**config.mk**
```make
export PLATFORM = sky130hd
export DESIGN_NAME = ioj_exec
export DESIGN_NICKNAME = d
export VERILOG_FILES = /design/src/core/ioj_pkg.sv /design/src/core/ioj_alu.sv /design/src/core/ioj_exec.sv
export SDC_FILE = /design/constraint.sdc
export NUM_CORES = 1
export LEC_CHECK = 0
export ABC_AREA = 1
export BUFFER_PORTS_ARGS = -buffer_cell sky130_fd_sc_hd__buf_2
export CAP_MARGIN = 20
export CORE_MARGIN = 5
export CORE_UTILIZATION = 46
export DETAILED_ROUTE_END_ITERATION = 8
export PLACE_DENSITY = 0.81
export SYNTH_ARGS = -nofsm -noshare
export SYNTH_HDL_FRONTEND = slang
export SYNTH_SLANG_ARGS = --single-unit
```
**constraint.sdc**
```tcl
create_clock -name clock -period 2.12 [get_ports clock]
set_input_delay 0.424 -clock clock [delete_from_list [all_inputs] [get_ports clock]]
set_output_delay 0.424 -clock clock [all_outputs]
set_load 0.005 [all_outputs]
```
**src/core/ioj_pkg.sv**
```systemverilog
// Shared constants and types for the increment, jump and OR execution block.
package ioj_pkg;

	// ==========================================================================
	// Widths and field positions
	localparam int ADDR_W = 7;
	localparam int DATA_W = 8;
	localparam int JUMP_W = 11;
	localparam int PC_W = 13;
	localparam int LATCH_W = 8;
	localparam int LATCH_HI_BIT = 4;
	localparam int LATCH_LO_BIT = 3;

	// ==========================================================================
	// Reset values and encodings
	localparam logic [PC_W-1:0] PC_RESET = 13'h0000;
	localparam logic [DATA_W-1:0] ACC_RESET = 8'h00;
	localparam logic [DATA_W-1:0] DATA_ZERO = 8'h00;
	localparam logic [DATA_W-1:0] DATA_ONE = 8'h01;
	localparam logic [PC_W-1:0] PC_STEP = 13'h0001;
	localparam logic DEST_ACC = 1'b0;
	localparam logic DEST_LOC = 1'b1;

	// ==========================================================================
	// Types
	typedef enum logic [2:0] {
		IOJ_NOP = 3'h0,
		IOJ_INCR_LOCATION = 3'h1,
		IOJ_INCR_SKIP_IF_ZERO = 3'h2,
		IOJ_JUMP_ABSOLUTE = 3'h3,
		IOJ_OR_LITERAL_INTO_ACC = 3'h4,
		IOJ_OR_ACC_WITH_LOCATION = 3'h5
	} ioj_op_t;

	typedef enum logic [1:0] {
		IOJ_ST_EXEC = 2'b01,
		IOJ_ST_SECOND = 2'b10
	} ioj_state_t;

	typedef struct packed {
		ioj_op_t op;
		logic [ADDR_W-1:0] addr;
		logic dest;
		logic [JUMP_W-1:0] imm;
	} ioj_req_t;

	typedef struct packed {
		logic wr;
		logic [ADDR_W-1:0] addr;
		logic [DATA_W-1:0] data;
	} ioj_wr_t;

endpackage

```
**src/core/ioj_alu.sv**
```systemverilog
// Result and zero detection for the increment and OR operations.
`timescale 1ns/100ps
module ioj_alu (
	input wire ioj_pkg::ioj_op_t op,
	input wire logic [ioj_pkg::DATA_W-1:0] acc,
	input wire logic [ioj_pkg::DATA_W-1:0] loc,
	input wire logic [ioj_pkg::DATA_W-1:0] imm,
	output logic [ioj_pkg::DATA_W-1:0] result,
	output logic zero
);

	// ==========================================================================
	// Datapath
	always_comb begin
		case (op)
			ioj_pkg::IOJ_INCR_LOCATION,
			ioj_pkg::IOJ_INCR_SKIP_IF_ZERO: begin
				result = ioj_pkg::DATA_W'(loc + ioj_pkg::DATA_ONE); // [RULE2] [RULE3]
			end
			ioj_pkg::IOJ_OR_LITERAL_INTO_ACC: begin
				result = acc | imm; // [RULE8]
			end
			ioj_pkg::IOJ_OR_ACC_WITH_LOCATION: begin
				result = acc | loc; // [RULE9]
			end
			default: begin
				result = acc;
			end
		endcase
	end

	// The carry out of the increment is dropped on purpose, so 8'hFF wraps to zero.
	assign zero = (result == ioj_pkg::DATA_ZERO); // [RULE10]

endmodule

```
**src/core/ioj_exec.sv**
```systemverilog
// Execution unit for increment, increment-and-skip, absolute jump and OR operations.
`timescale 1ns/100ps
// Functional notes
// RULE1 - Register operations take a 7-bit address; dest 0 to accumulator, 1 to location.
// RULE2 - Increment adds one to the location, routes by dest, updates zero flag.
// RULE3 - Increment-and-skip keeps flags; a zero result turns next slot into a no-op.
// RULE4 - Nonzero increment-and-skip result lets the next instruction run with no gap.
// RULE5 - Absolute jump loads its 11-bit operand into program counter bits 10 to 0.
// RULE6 - Program counter bits 12 and 11 come from latch bits 4 and 3.
// RULE7 - Absolute jump takes two instruction cycles and leaves all flags alone.
// RULE8 - Literal OR combines accumulator with 8-bit literal into accumulator, updates zero.
// RULE9 - Register OR combines accumulator with location, routes by dest, updates zero.
// RULE10 - Zero flag is set for a zero 8-bit result and cleared otherwise.
// RULE11 - Increment and both ORs take one cycle and advance program counter by one.
module ioj_exec (
	input wire logic clock,
	input wire logic rst,
	input wire logic ce,
	input wire logic issue_valid,
	output logic issue_ready,
	input wire ioj_pkg::ioj_req_t issue,
	output logic [ioj_pkg::ADDR_W-1:0] mem_rd_addr,
	input wire logic [ioj_pkg::DATA_W-1:0] mem_rd_data,
	output ioj_pkg::ioj_wr_t mem_wr,
	input wire logic [ioj_pkg::LATCH_W-1:0] upper_address_latch,
	output logic [ioj_pkg::DATA_W-1:0] acc,
	output logic zero_flag,
	output logic [ioj_pkg::PC_W-1:0] program_counter
);

	// ==========================================================================
	// Decode
	ioj_pkg::ioj_state_t state;
	ioj_pkg::ioj_state_t next_state;
	logic fire;
	logic is_reg_op;
	logic is_one_cycle;
	logic updates_zero;
	logic skip;
	logic skip_pending;
	logic [ioj_pkg::DATA_W-1:0] alu_result;
	logic alu_zero;

	assign issue_ready = (state == ioj_pkg::IOJ_ST_EXEC);
	assign fire = ce && issue_valid && issue_ready;
	assign mem_rd_addr = issue.addr; // [RULE1]
	assign is_reg_op = (issue.op == ioj_pkg::IOJ_INCR_LOCATION)
		|| (issue.op == ioj_pkg::IOJ_INCR_SKIP_IF_ZERO)
		|| (issue.op == ioj_pkg::IOJ_OR_ACC_WITH_LOCATION);
	assign updates_zero = (issue.op == ioj_pkg::IOJ_INCR_LOCATION)
		|| (issue.op == ioj_pkg::IOJ_OR_LITERAL_INTO_ACC)
		|| (issue.op == ioj_pkg::IOJ_OR_ACC_WITH_LOCATION); // [RULE3] [RULE7]
	assign is_one_cycle = updates_zero;
	assign skip = (issue.op == ioj_pkg::IOJ_INCR_SKIP_IF_ZERO) && alu_zero; // [RULE3]

	ioj_alu u_alu (
		.op(issue.op),
		.acc(acc),
		.loc(mem_rd_data),
		.imm(issue.imm[ioj_pkg::DATA_W-1:0]),
		.result(alu_result),
		.zero(alu_zero)
	);

	// ==========================================================================
	// Sequencing
	always_comb begin
		next_state = state;
		case (state)
			ioj_pkg::IOJ_ST_EXEC: begin
				if (fire && (skip || issue.op == ioj_pkg::IOJ_JUMP_ABSOLUTE)) begin
					next_state = ioj_pkg::IOJ_ST_SECOND; // [RULE3] [RULE7]
				end
			end
			ioj_pkg::IOJ_ST_SECOND: begin
				if (ce) begin
					next_state = ioj_pkg::IOJ_ST_EXEC;
				end
			end
			default: begin
				next_state = ioj_pkg::IOJ_ST_EXEC;
			end
		endcase
	end

	always_ff @(posedge clock or posedge rst) begin
		if (rst) begin
			state <= ioj_pkg::IOJ_ST_EXEC;
		end else begin
			state <= next_state;
		end
	end

	// ==========================================================================
	// Program counter
	// The skipped slot is consumed here as a no-op, so the issuer must not send it.
	always_ff @(posedge clock or posedge rst) begin
		if (rst) begin
			program_counter <= ioj_pkg::PC_RESET;
		end else if (fire) begin
			if (issue.op == ioj_pkg::IOJ_JUMP_ABSOLUTE) begin
				program_counter <= {upper_address_latch[ioj_pkg::LATCH_HI_BIT:ioj_pkg::LATCH_LO_BIT],
					issue.imm}; // [RULE5] [RULE6]
			end else begin
				program_counter <= program_counter + ioj_pkg::PC_STEP; // [RULE11] [RULE4]
			end
		end else if (ce && state == ioj_pkg::IOJ_ST_SECOND) begin
			if (skip_pending) begin
				program_counter <= program_counter + ioj_pkg::PC_STEP; // [RULE3]
			end
		end
	end

	always_ff @(posedge clock or posedge rst) begin
		if (rst) begin
			skip_pending <= 1'b0;
		end else if (fire) begin
			skip_pending <= skip;
		end
	end

	// ==========================================================================
	// Accumulator and zero flag
	always_ff @(posedge clock or posedge rst) begin
		if (rst) begin
			acc <= ioj_pkg::ACC_RESET;
		end else if (fire && issue.op != ioj_pkg::IOJ_JUMP_ABSOLUTE && issue.op != ioj_pkg::IOJ_NOP) begin
			if (!is_reg_op || issue.dest == ioj_pkg::DEST_ACC) begin
				acc <= alu_result; // [RULE1] [RULE8]
			end
		end
	end

	always_ff @(posedge clock or posedge rst) begin
		if (rst) begin
			zero_flag <= 1'b0;
		end else if (fire && updates_zero) begin
			zero_flag <= alu_zero; // [RULE10]
		end
	end

	// ==========================================================================
	// Data memory write-back
	always_ff @(posedge clock or posedge rst) begin
		if (rst) begin
			mem_wr <= '0;
		end else if (ce) begin
			mem_wr.wr <= fire && is_reg_op && issue.dest == ioj_pkg::DEST_LOC; // [RULE1]
			mem_wr.addr <= issue.addr;
			mem_wr.data <= alu_result; // [RULE2] [RULE9]
		end
	end

	// ==========================================================================
	// Checks
	property p_dest_loc;
		@(posedge clock) disable iff (rst)
		fire && is_reg_op && issue.dest == ioj_pkg::DEST_LOC
			|=> mem_wr.wr && mem_wr.addr == $past(issue.addr) && $stable(acc);
	endproperty
	a_dest_loc: assert property (p_dest_loc) else $error("location write missing"); // [RULE1]

	property p_incr;
		@(posedge clock) disable iff (rst)
		fire && issue.op == ioj_pkg::IOJ_INCR_LOCATION && issue.dest == ioj_pkg::DEST_ACC
			|=> acc == ioj_pkg::DATA_W'($past(mem_rd_data) + ioj_pkg::DATA_ONE)
			&& zero_flag == ($past(mem_rd_data) == 8'hFF);
	endproperty
	a_incr: assert property (p_incr) else $error("increment result wrong"); // [RULE2]

	property p_skip;
		@(posedge clock) disable iff (rst)
		fire && issue.op == ioj_pkg::IOJ_INCR_SKIP_IF_ZERO && mem_rd_data == 8'hFF
			|=> !issue_ready && $stable(zero_flag);
	endproperty
	a_skip: assert property (p_skip) else $error("zero result did not skip"); // [RULE3]

	property p_no_skip;
		@(posedge clock) disable iff (rst)
		fire && issue.op == ioj_pkg::IOJ_INCR_SKIP_IF_ZERO && mem_rd_data != 8'hFF
			|=> issue_ready && program_counter == $past(program_counter) + ioj_pkg::PC_STEP;
	endproperty
	a_no_skip: assert property (p_no_skip) else $error("nonzero result skipped"); // [RULE4]

	property p_jump_target;
		@(posedge clock) disable iff (rst)
		fire && issue.op == ioj_pkg::IOJ_JUMP_ABSOLUTE
			|=> program_counter[10:0] == $past(issue.imm)
			&& program_counter[12:11] == $past(upper_address_latch[4:3]);
	endproperty
	a_jump_target: assert property (p_jump_target) else $error("jump target wrong"); // [RULE5]

	property p_jump_cycles;
		@(posedge clock) disable iff (rst)
		fire && issue.op == ioj_pkg::IOJ_JUMP_ABSOLUTE
			|=> !issue_ready && $stable(zero_flag) ##1 $stable(program_counter) && $stable(zero_flag);
	endproperty
	a_jump_cycles: assert property (p_jump_cycles) else $error("jump not two cycles"); // [RULE7]

	property p_or_lit;
		@(posedge clock) disable iff (rst)
		fire && issue.op == ioj_pkg::IOJ_OR_LITERAL_INTO_ACC
			|=> acc == ($past(acc) | $past(issue.imm[7:0])) && zero_flag == (acc == 8'h00);
	endproperty
	a_or_lit: assert property (p_or_lit) else $error("literal OR wrong"); // [RULE8]

	property p_or_loc;
		@(posedge clock) disable iff (rst)
		fire && issue.op == ioj_pkg::IOJ_OR_ACC_WITH_LOCATION && issue.dest == ioj_pkg::DEST_LOC
			|=> mem_wr.data == ($past(acc) | $past(mem_rd_data));
	endproperty
	a_or_loc: assert property (p_or_loc) else $error("register OR wrong"); // [RULE9]

	property p_one_cycle;
		@(posedge clock) disable iff (rst)
		fire && is_one_cycle
			|=> issue_ready && program_counter == $past(program_counter) + ioj_pkg::PC_STEP;
	endproperty
	a_one_cycle: assert property (p_one_cycle) else $error("single-cycle op stalled"); // [RULE11]

endmodule

```
==> results of run 1 <==
## metrics by stage
stage	std cells	setup WS, ns	utilization, %	instance area (um2)
global placement	506	0.121	55.1	3010
global route	514	0.0971	56.8	3110
finish	514	0.250	56.8	3110
CTS	514	0.248	56.8	3110
detailed placement	506	0.100	55.1	3010
floorplan	360	0.440	-	2570
## path summary, 6_finish.rpt
check / end / cells after the start
worst max-delay path: program_counter[10] / 12
worst max register to register: program_counter[10] / 12
worst min register to register: mem_wr[14] / 2
min in group clock: mem_wr[14] / 3
worst min-delay path: program_counter[12] / 3
max in group asynchronous: state[0] / 3
## where the power goes
part / internal [mW] / switching (mW)
registers: 1.04 / 0.229
logic: 0.519 / 0.673
clock network: 0.238 / 0.304
## layout by cell type (no fill, tap or decap), types with 5 or more instances in the layout
cell type	instances
nand3_1	18
nand2_1	109
nor2_1	40
inv_1	36
buf_2	81
a21oi_1	13
o211ai_1	6
clkbuf_8	5
dfrtp_1	40
nand4_1	8
o21ai_0	26
buf_4	13
## registers in the layout, indices dropped and copies added (netlist names)
name,cells
mem_wr,16
program_counter,13
acc,8
state,2
skip_pending,1
zero_flag,1
## per-layer routing
layer	up-vias	track usage, %
met5	-	0
met4	0	3.31
met3	6	5.20
met2	72	31.4
met1	1200	24.6
li1	1317	-
## cell families (layout without fill, tap and decap cells)
logic type                 after synthesis  count (layout)
and+or+nand+nor                        198             198
DFF                                     41              41
buffers and inverters                   61             143
AOI/OAI and AO/OA                       58              58
adders and majority gates                2               2
## synth_stat cells (2+ instances only)
cell	count	area, um2
nand3_1	18	90.1
buf_2	3	15.0
buf_6	5	56.3
o211ai_1	6	45.0
a31oi_1	4	25.0
nor2_1	40	150
nand3_2	4	40.0
buf_4	9	67.6
ha_1	2	25.0
o21ai_0	26	130
nand2_2	3	18.8
a211oi_1	3	22.5
clkbuf_1	2	7.51
nor4_1	2	12.5
nand2_1	109	409
inv_2	4	15.0
nand4_1	8	50.1
inv_1	36	135
nor2_2	4	25.0
dfrtp_1	40	1000
a21oi_1	13	65.1
nor3_1	4	20.0
nand3b_1	2	15.0
a21oi_2	2	17.5
## worst reg2reg max path, cell delays in order, from the launching register on
cell and delay, ns:
dfrtp_1 0.44, ha_1 0.23, nand3_1 0.11, nor2_1 0.20
nand2_1 0.08, nor2_1 0.13, nand2_1 0.07, nor2_1 0.11
nand2_1 0.08, o21ai_0 0.14, nand3_1 0.09, nand2_1 0.06
inv_1 0.04
## final cells by class
class                           count  area (um2)
Timing Repair Buffer               94         503
Multi-Input combinational cell    258        1240
Sequential cell                    41        1030
Inverter                           41         156
Fill cell                         553        2370
Clock inverter                      3        25.0
Tap cell                           72        90.1
Clock buffer                        5        68.8
==> metrics.md, run 1 <==
| Metric | Value |
|---|---|
| Outcome | `completed` |
| Synthesized Nets | `404` |
| CTS clk-pin slew, worst paths | `0.08 ns` |
| Post-synthesis sequential area ratio | `40.0%` |
| Routability Congestion | `0.843` |
| First-pass GRT wire length | `11100 um` |
| HPWL after detailed placement | `5090 um` |
| Slowest CP cell | `dfrtp_1` |
| Synthesis-to-finish area growth | `20.8%` |
| CP most frequent cell | `nand2_1` |
| Final Setup Violations | `0` |
| Number of post-CTS setup repair buffers | `0` |
| Yosys reg bits | `41` |
| Top delay family on crit path | `simple AND/OR/NAND/NOR gates` |
| Post-synthesis adder-cell area fraction | `0.973%` |
| Grt total ovfl | `0` |
| Pins over their slew limit | `0` |
| Post-synth cell types | `35` |
| Ports | `88` |
| Ys Warns | `0` |
| Post-Synth Simple-Gate Area | `34.1%` |
| Max incr delay on CP | `0.44 ns` |
| Critical Path Start Type | `flip-flop` |
| Mux cell area share after synthesis | `0%` |
| Mapped Cells | `360` |
| Synth Flop Type | `dfrtp_1` |
| Reg2reg setup slack | `0.25 ns` |
| Overall power | `3.00 mW` |
| Slew headroom | `64.9%` |
| Routed wire per std cell | `12.9 um` |
| Routed length on met2 | `3250 um` |
| WS Path Type | `reg2reg` |
| DRC viols | `0` |
| DRT met1 WL | `2930 um` |
| Total die area | `0.00719 mm2` |
| Synth async-reset ratio | `100%` |
| Worst Hold Class | `in2async` |
| RSZ-0062 raised after global routing | `no` |
| Initial antenna violation count | `0` |
| Post-Synth XOR/XNOR Area | `0%` |
| Post-CTS Resized | `0` |
| Total of max-cap violations | `0` |
| Buffers added on ports | `81` |
| Pin count of the biggest net entering global routing | `42` |
| FMAX | `0.535 GHz` |
| Routed wire length | `6640 um` |
| First-pass DRT Iterations | `4` |
| Largest family of logic cells by synthesized area | `simple AND/OR/NAND/NOR gates` |
| Via count | `2595` |
| # rows | `27` |
| DR iter-0 viols | `121` |
| CP bufs+invs | `1` |
| CTS tree | `built` |
| Min cycle time layout | `1.87 ns` |
| Arrival @ worst endpoint | `2.07 ns` |
| Routed Antenna Nets | `0` |
| Clock Path Buffers | `2` |
| Worst Hold Slack | `0.238 ns` |
| Vias in the first global route | `2432` |
| Critical path data required time | `2.32 ns` |
| Cts hold-fix bufs | `0` |
| Antenna Diode Count | `0` |
| Post-synth EDFFs | `0` |
| R2R Path Start | `program_counter[0]` |
| Fin. Hold Viols | `0` |
| Tot GR Track Use | `18.8%` |
| Die height | `84.8 um` |
| Avg Cell Area, Syn | `7.14 um2` |
| Synth Cell Area | `0.00257 mm2` |
| Initial Utilization | `47.0%` |
| CTS Buf Count | `5` |
| Met3 routed WL | `429 um` |
| # nets final | `485` |
| H-tree Lvls | `2` |
| Post-synthesis compound-gate area fraction | `13.0%` |
| CTS root buffer | `clkbuf_8` |
| VDD IR-drop max | `0.000577 V` |
| Crit end category | `flip-flop` |
| Die W | `84.8 um` |
| Clk Latency, worst-skew pair | `0.30 ns` |
| Clock skew | `0.00812 ns` |
| Pleak | `1.65 nW` |
| Core footprint | `0.00547 mm2` |
| Clk sink count | `41` |
| Worst Path Max Fanout | `5` |
| Fin crit share | `88.2%` |
| Crit path cell chain | `ha_1 > nand3_1 > nor2_1 > nand2_1 > nor2_1 > nand2_1 > nor2_1 > nand2_1 > o21ai_0 > nand3_1 > nand2_1 > inv_1` |
| Worst-Margin Slew | `0.526 ns` |
| Via density per instance | `5.05` |
| Layout cells sized above 1 | `28.5%` |
| Crit. Startpoint | `program_counter[0]` |
| PwrDens | `967 mW/mm2` |
| Top Layer Used | `met4` |
| Sum Neg Setup Slack | `0 ns` |
Note: power is estimated with default switching activity, not from simulation.
==> run 2: changes to the inputs <==
--- a/config.mk
+++ b/config.mk
@@ -5,13 +5,12 @@
 export SDC_FILE = /design/constraint.sdc
 export NUM_CORES = 1
 export LEC_CHECK = 0
-export ABC_AREA = 1
 export BUFFER_PORTS_ARGS = -buffer_cell sky130_fd_sc_hd__buf_2
 export CAP_MARGIN = 20
 export CORE_MARGIN = 5
 export CORE_UTILIZATION = 46
 export DETAILED_ROUTE_END_ITERATION = 8
-export PLACE_DENSITY = 0.81
+export PLACE_DENSITY = 0.82
 export SYNTH_ARGS = -nofsm -noshare
 export SYNTH_HDL_FRONTEND = slang
 export SYNTH_SLANG_ARGS = --single-unit
==> metrics.md, run 2 <==
| Metric | Value |
|---|---|
| Outcome | `completed` |
| Clock skew | `0.00796 ns (-0.000151 ns)` |
| Post-synth EDFFs | `0 (unchanged)` |
| Placed Cells | `427 (-16%)` |
| Total die area | `0.00701 mm2 (-2.5%)` |
| Worst-Margin Slew | `0.744 ns (+0.218 ns)` |
| Ports | `88 (unchanged)` |
| Mapped Cells | `268 (-26%)` |
| Synth Flop Type | `dfrtp_1` |
| Top delay family on crit path | `simple AND/OR/NAND/NOR gates` |
| Synth Cell Area | `0.00250 mm2 (-2.8%)` |
| Top flop regs | `mem_wr (16), program_counter (13), acc (8)` |
| Reg2reg setup slack | `0.21 ns (-0.04 ns)` |
| Crit path cell chain | `and3b_1 > nand2_1 > or3_1 > buf_4 > a21oi_1 > a2bb2oi_1` |
| CTS tree | `built` |
| PwrDens | `843 mW/mm2 (-13%)` |
| Post-synthesis sequential area ratio | `41.1% (+1.2 points)` |
| Total of max-cap violations | `0 (unchanged)` |
| FMAX | `0.523 GHz (-2.2%)` |
| H-tree Lvls | `2 (unchanged)` |
| Post-CTS Resized | `0 (unchanged)` |
| Buffers added on ports | `81 (unchanged)` |
| Slew headroom | `50.1% (-15 points)` |
| Synth async-reset ratio | `100% (unchanged)` |
| Avg Cell Area, Syn | `9.32 um2 (+31%)` |
| Initial Utilization | `48.0% (+1.0 points)` |
| Number of post-CTS setup repair buffers | `0 (unchanged)` |
| Final Setup Violations | `0 (unchanged)` |
| Post-synth cell types | `59 (+69%)` |
| Max reg flops | `16 (unchanged)` |
| DR iter-0 viols | `100 (-17%)` |
| Ys Warns | `0 (unchanged)` |
| Pin count of the biggest net entering global routing | `24 (-43%)` |
| Antenna Diode Count | `0 (unchanged)` |
| Synth area leader | `dfrtp_1` |
| CTS Buf Count | `5 (unchanged)` |
| First-pass GRT wire length | `11100 um (+0.24%)` |
| Synthesized Nets | `312 (-23%)` |
| Vias in the first global route | `2337 (-3.9%)` |
| Clk Latency, worst-skew pair | `0.29 ns (about the same)` |
| Pleak | `1.46 nW (-12%)` |
| DRC viols | `0 (unchanged)` |
| # rows | `26 (-3.7%)` |
| # nets final | `408 (-16%)` |
| Cts hold-fix bufs | `0 (unchanged)` |
| Clk sink count | `41 (unchanged)` |
| CTS root buffer | `clkbuf_8` |
| First-pass DRT Iterations | `5 (+1)` |
| Worst Path Max Fanout | `9 (+4)` |
| CTS clk-pin slew, worst paths | `0.08 ns (about the same)` |
| Routed wire length | `6800 um (+2.3%)` |
| Pins over their slew limit | `0 (unchanged)` |
| Critical path data required time | `2.33 ns (about the same)` |
| Top cell type's share of synthesized area | `40.1% (+1.1 points)` |
| Slowest CP cell | `dfstp_2` |
| Arrival @ worst endpoint | `2.12 ns (+0.05 ns)` |
| Min cycle time layout | `1.91 ns (+0.0423 ns)` |
| VDD IR-drop max | `0.000393 V (-32%)` |
| Fin crit share | `90.2% (+2.0 points)` |
| Initial antenna violation count | `0 (unchanged)` |
| Die W | `83.7 um (-1.3%)` |
| Yosys reg bits | `41 (unchanged)` |
| Placed Area | `0.00309 mm2 (+2.5%)` |
| CP bufs+invs | `1 (unchanged)` |
| Largest Register | `mem_wr` |
| Routability Congestion | `0.890 (+5.6%)` |
| Routed wire per std cell | `15.6 um (+21%)` |
| Core footprint | `0.00520 mm2 (-4.9%)` |
| Finished layout cell area | `0.00318 mm2 (+2.3%)` |
| Commonest non-fill, non-tap cell in the layout | `buf_2` |
| Synth area leaders | `dfrtp_1 40%, a21oi_1 6.2%, mux2_2 5.0%` |
| Via count | `2340 (-9.8%)` |
| RSZ-0062 raised after global routing | `no` |
| Tot GR Track Use | `19.2% (+0.40 points)` |
| Cell with the most instances after synthesis | `dfrtp_1` |
| Layout cells sized above 1 | `39.2% (+11 points)` |
| Worst Hold Class | `in2async` |
| Final non-filler cell total | `435 (-15%)` |
| Max incr delay on CP | `0.55 ns (+0.11 ns)` |
| Worst Hold Slack | `0.159 ns (-0.0795 ns)` |
| Die height | `83.7 um (-1.3%)` |
| Grt total ovfl | `0 (unchanged)` |
| Post-synth top cells | `40 x dfrtp_1, 31 x a21oi_1, 28 x nor2_1` |
| Critical Path Start Type | `flip-flop` |
| WS Path Type | `reg2reg` |
| Crit end category | `flip-flop` |
| HPWL after detailed placement | `5460 um (+7.1%)` |
| Clock Path Buffers | `2 (unchanged)` |
| Synthesis-to-finish area growth | `27.2%` |
| Fin. Hold Viols | `0 (unchanged)` |
| Routed Antenna Nets | `0 (unchanged)` |
| Via density per instance | `5.38 (+6.5%)` |
| Most frequent cells in the layout | `81 x buf_2, 40 x dfrtp_1, 31 x a21oi_1` |
| Sum Neg Setup Slack | `0 ns (unchanged)` |
run 2: worst reg2reg max path: cells and delay by family, from the launching register on:
family                 cells  cell delay, ns
AND/OR/NAND/NOR            3            0.77
buffers and inverters      1            0.20
flip-flops                 1            0.55
AO/OA/AOI/OAI              2            0.32
run 2: final timing paths:
kind / start / end / depth (start not counted)
setup / recovery: state[0] / program_counter[11] / 6
hold / removal: rst / acc[6] / 2
setup reg to reg: state[0] / program_counter[11] / 6
hold reg to reg: skip_pending / skip_pending / 2
max in group asynchronous: rst / state[0] / 3
min in group clock: issue[12] / mem_wr[8] / 2
run 2: metal layers:
metal	up-vias	track usage (%)	wire, um
li1	1149	-	-
met1	1080	25.3	2920
met2	104	32.1	3280
met3	7	4.74	534
met4	0	3.51	66
met5	-	0	0
run 2: final cells by class:
type                    count  area, um2
well taps                  70       87.6
fillers                   486       2030
inverters                  10       37.5
multi-input cells         196       1300
clock buffers               8       90.1
flip-flops and latches     41       1030
repair buffers            110        636
run 2: logic make-up (layout without fill, tap and decap cells):
family          Yosys count  after routing  synth area share [%]
compound gates           77             77                  20.8
buf+inv                  31            128                  6.81
flops                    41             41                  41.1
xor+xnor                 14             14                  4.91
fa+ha+maj                 2              2                  1.00
mux                      14             14                  6.41
simple gates             89             89                  19.0
run 2: where the power goes:
group	internal [mW]	leakage [nW]	switching [mW]
Sequential	0.990	0.474	0.221
Clock	0.266	0.0455	0.258
Combinational	0.495	0.942	0.452
Total	1.75	1.46	0.930
run 2: per-stage QoR:
stage / setup slack (ns) / power (mW) / utilization, %
2_1_floorplan: 0.241 / 1.71 / -
3_3_place_gp: -0.00550 / 2.14 / 59.4
3_5_place_dp: -0.0434 / 2.18 / 59.4
4_1_cts: 0.203 / 2.71 / 61.1
5_1_grt: 0.0692 / 2.87 / 61.1
6_report: 0.208 / 2.68 / 61.1
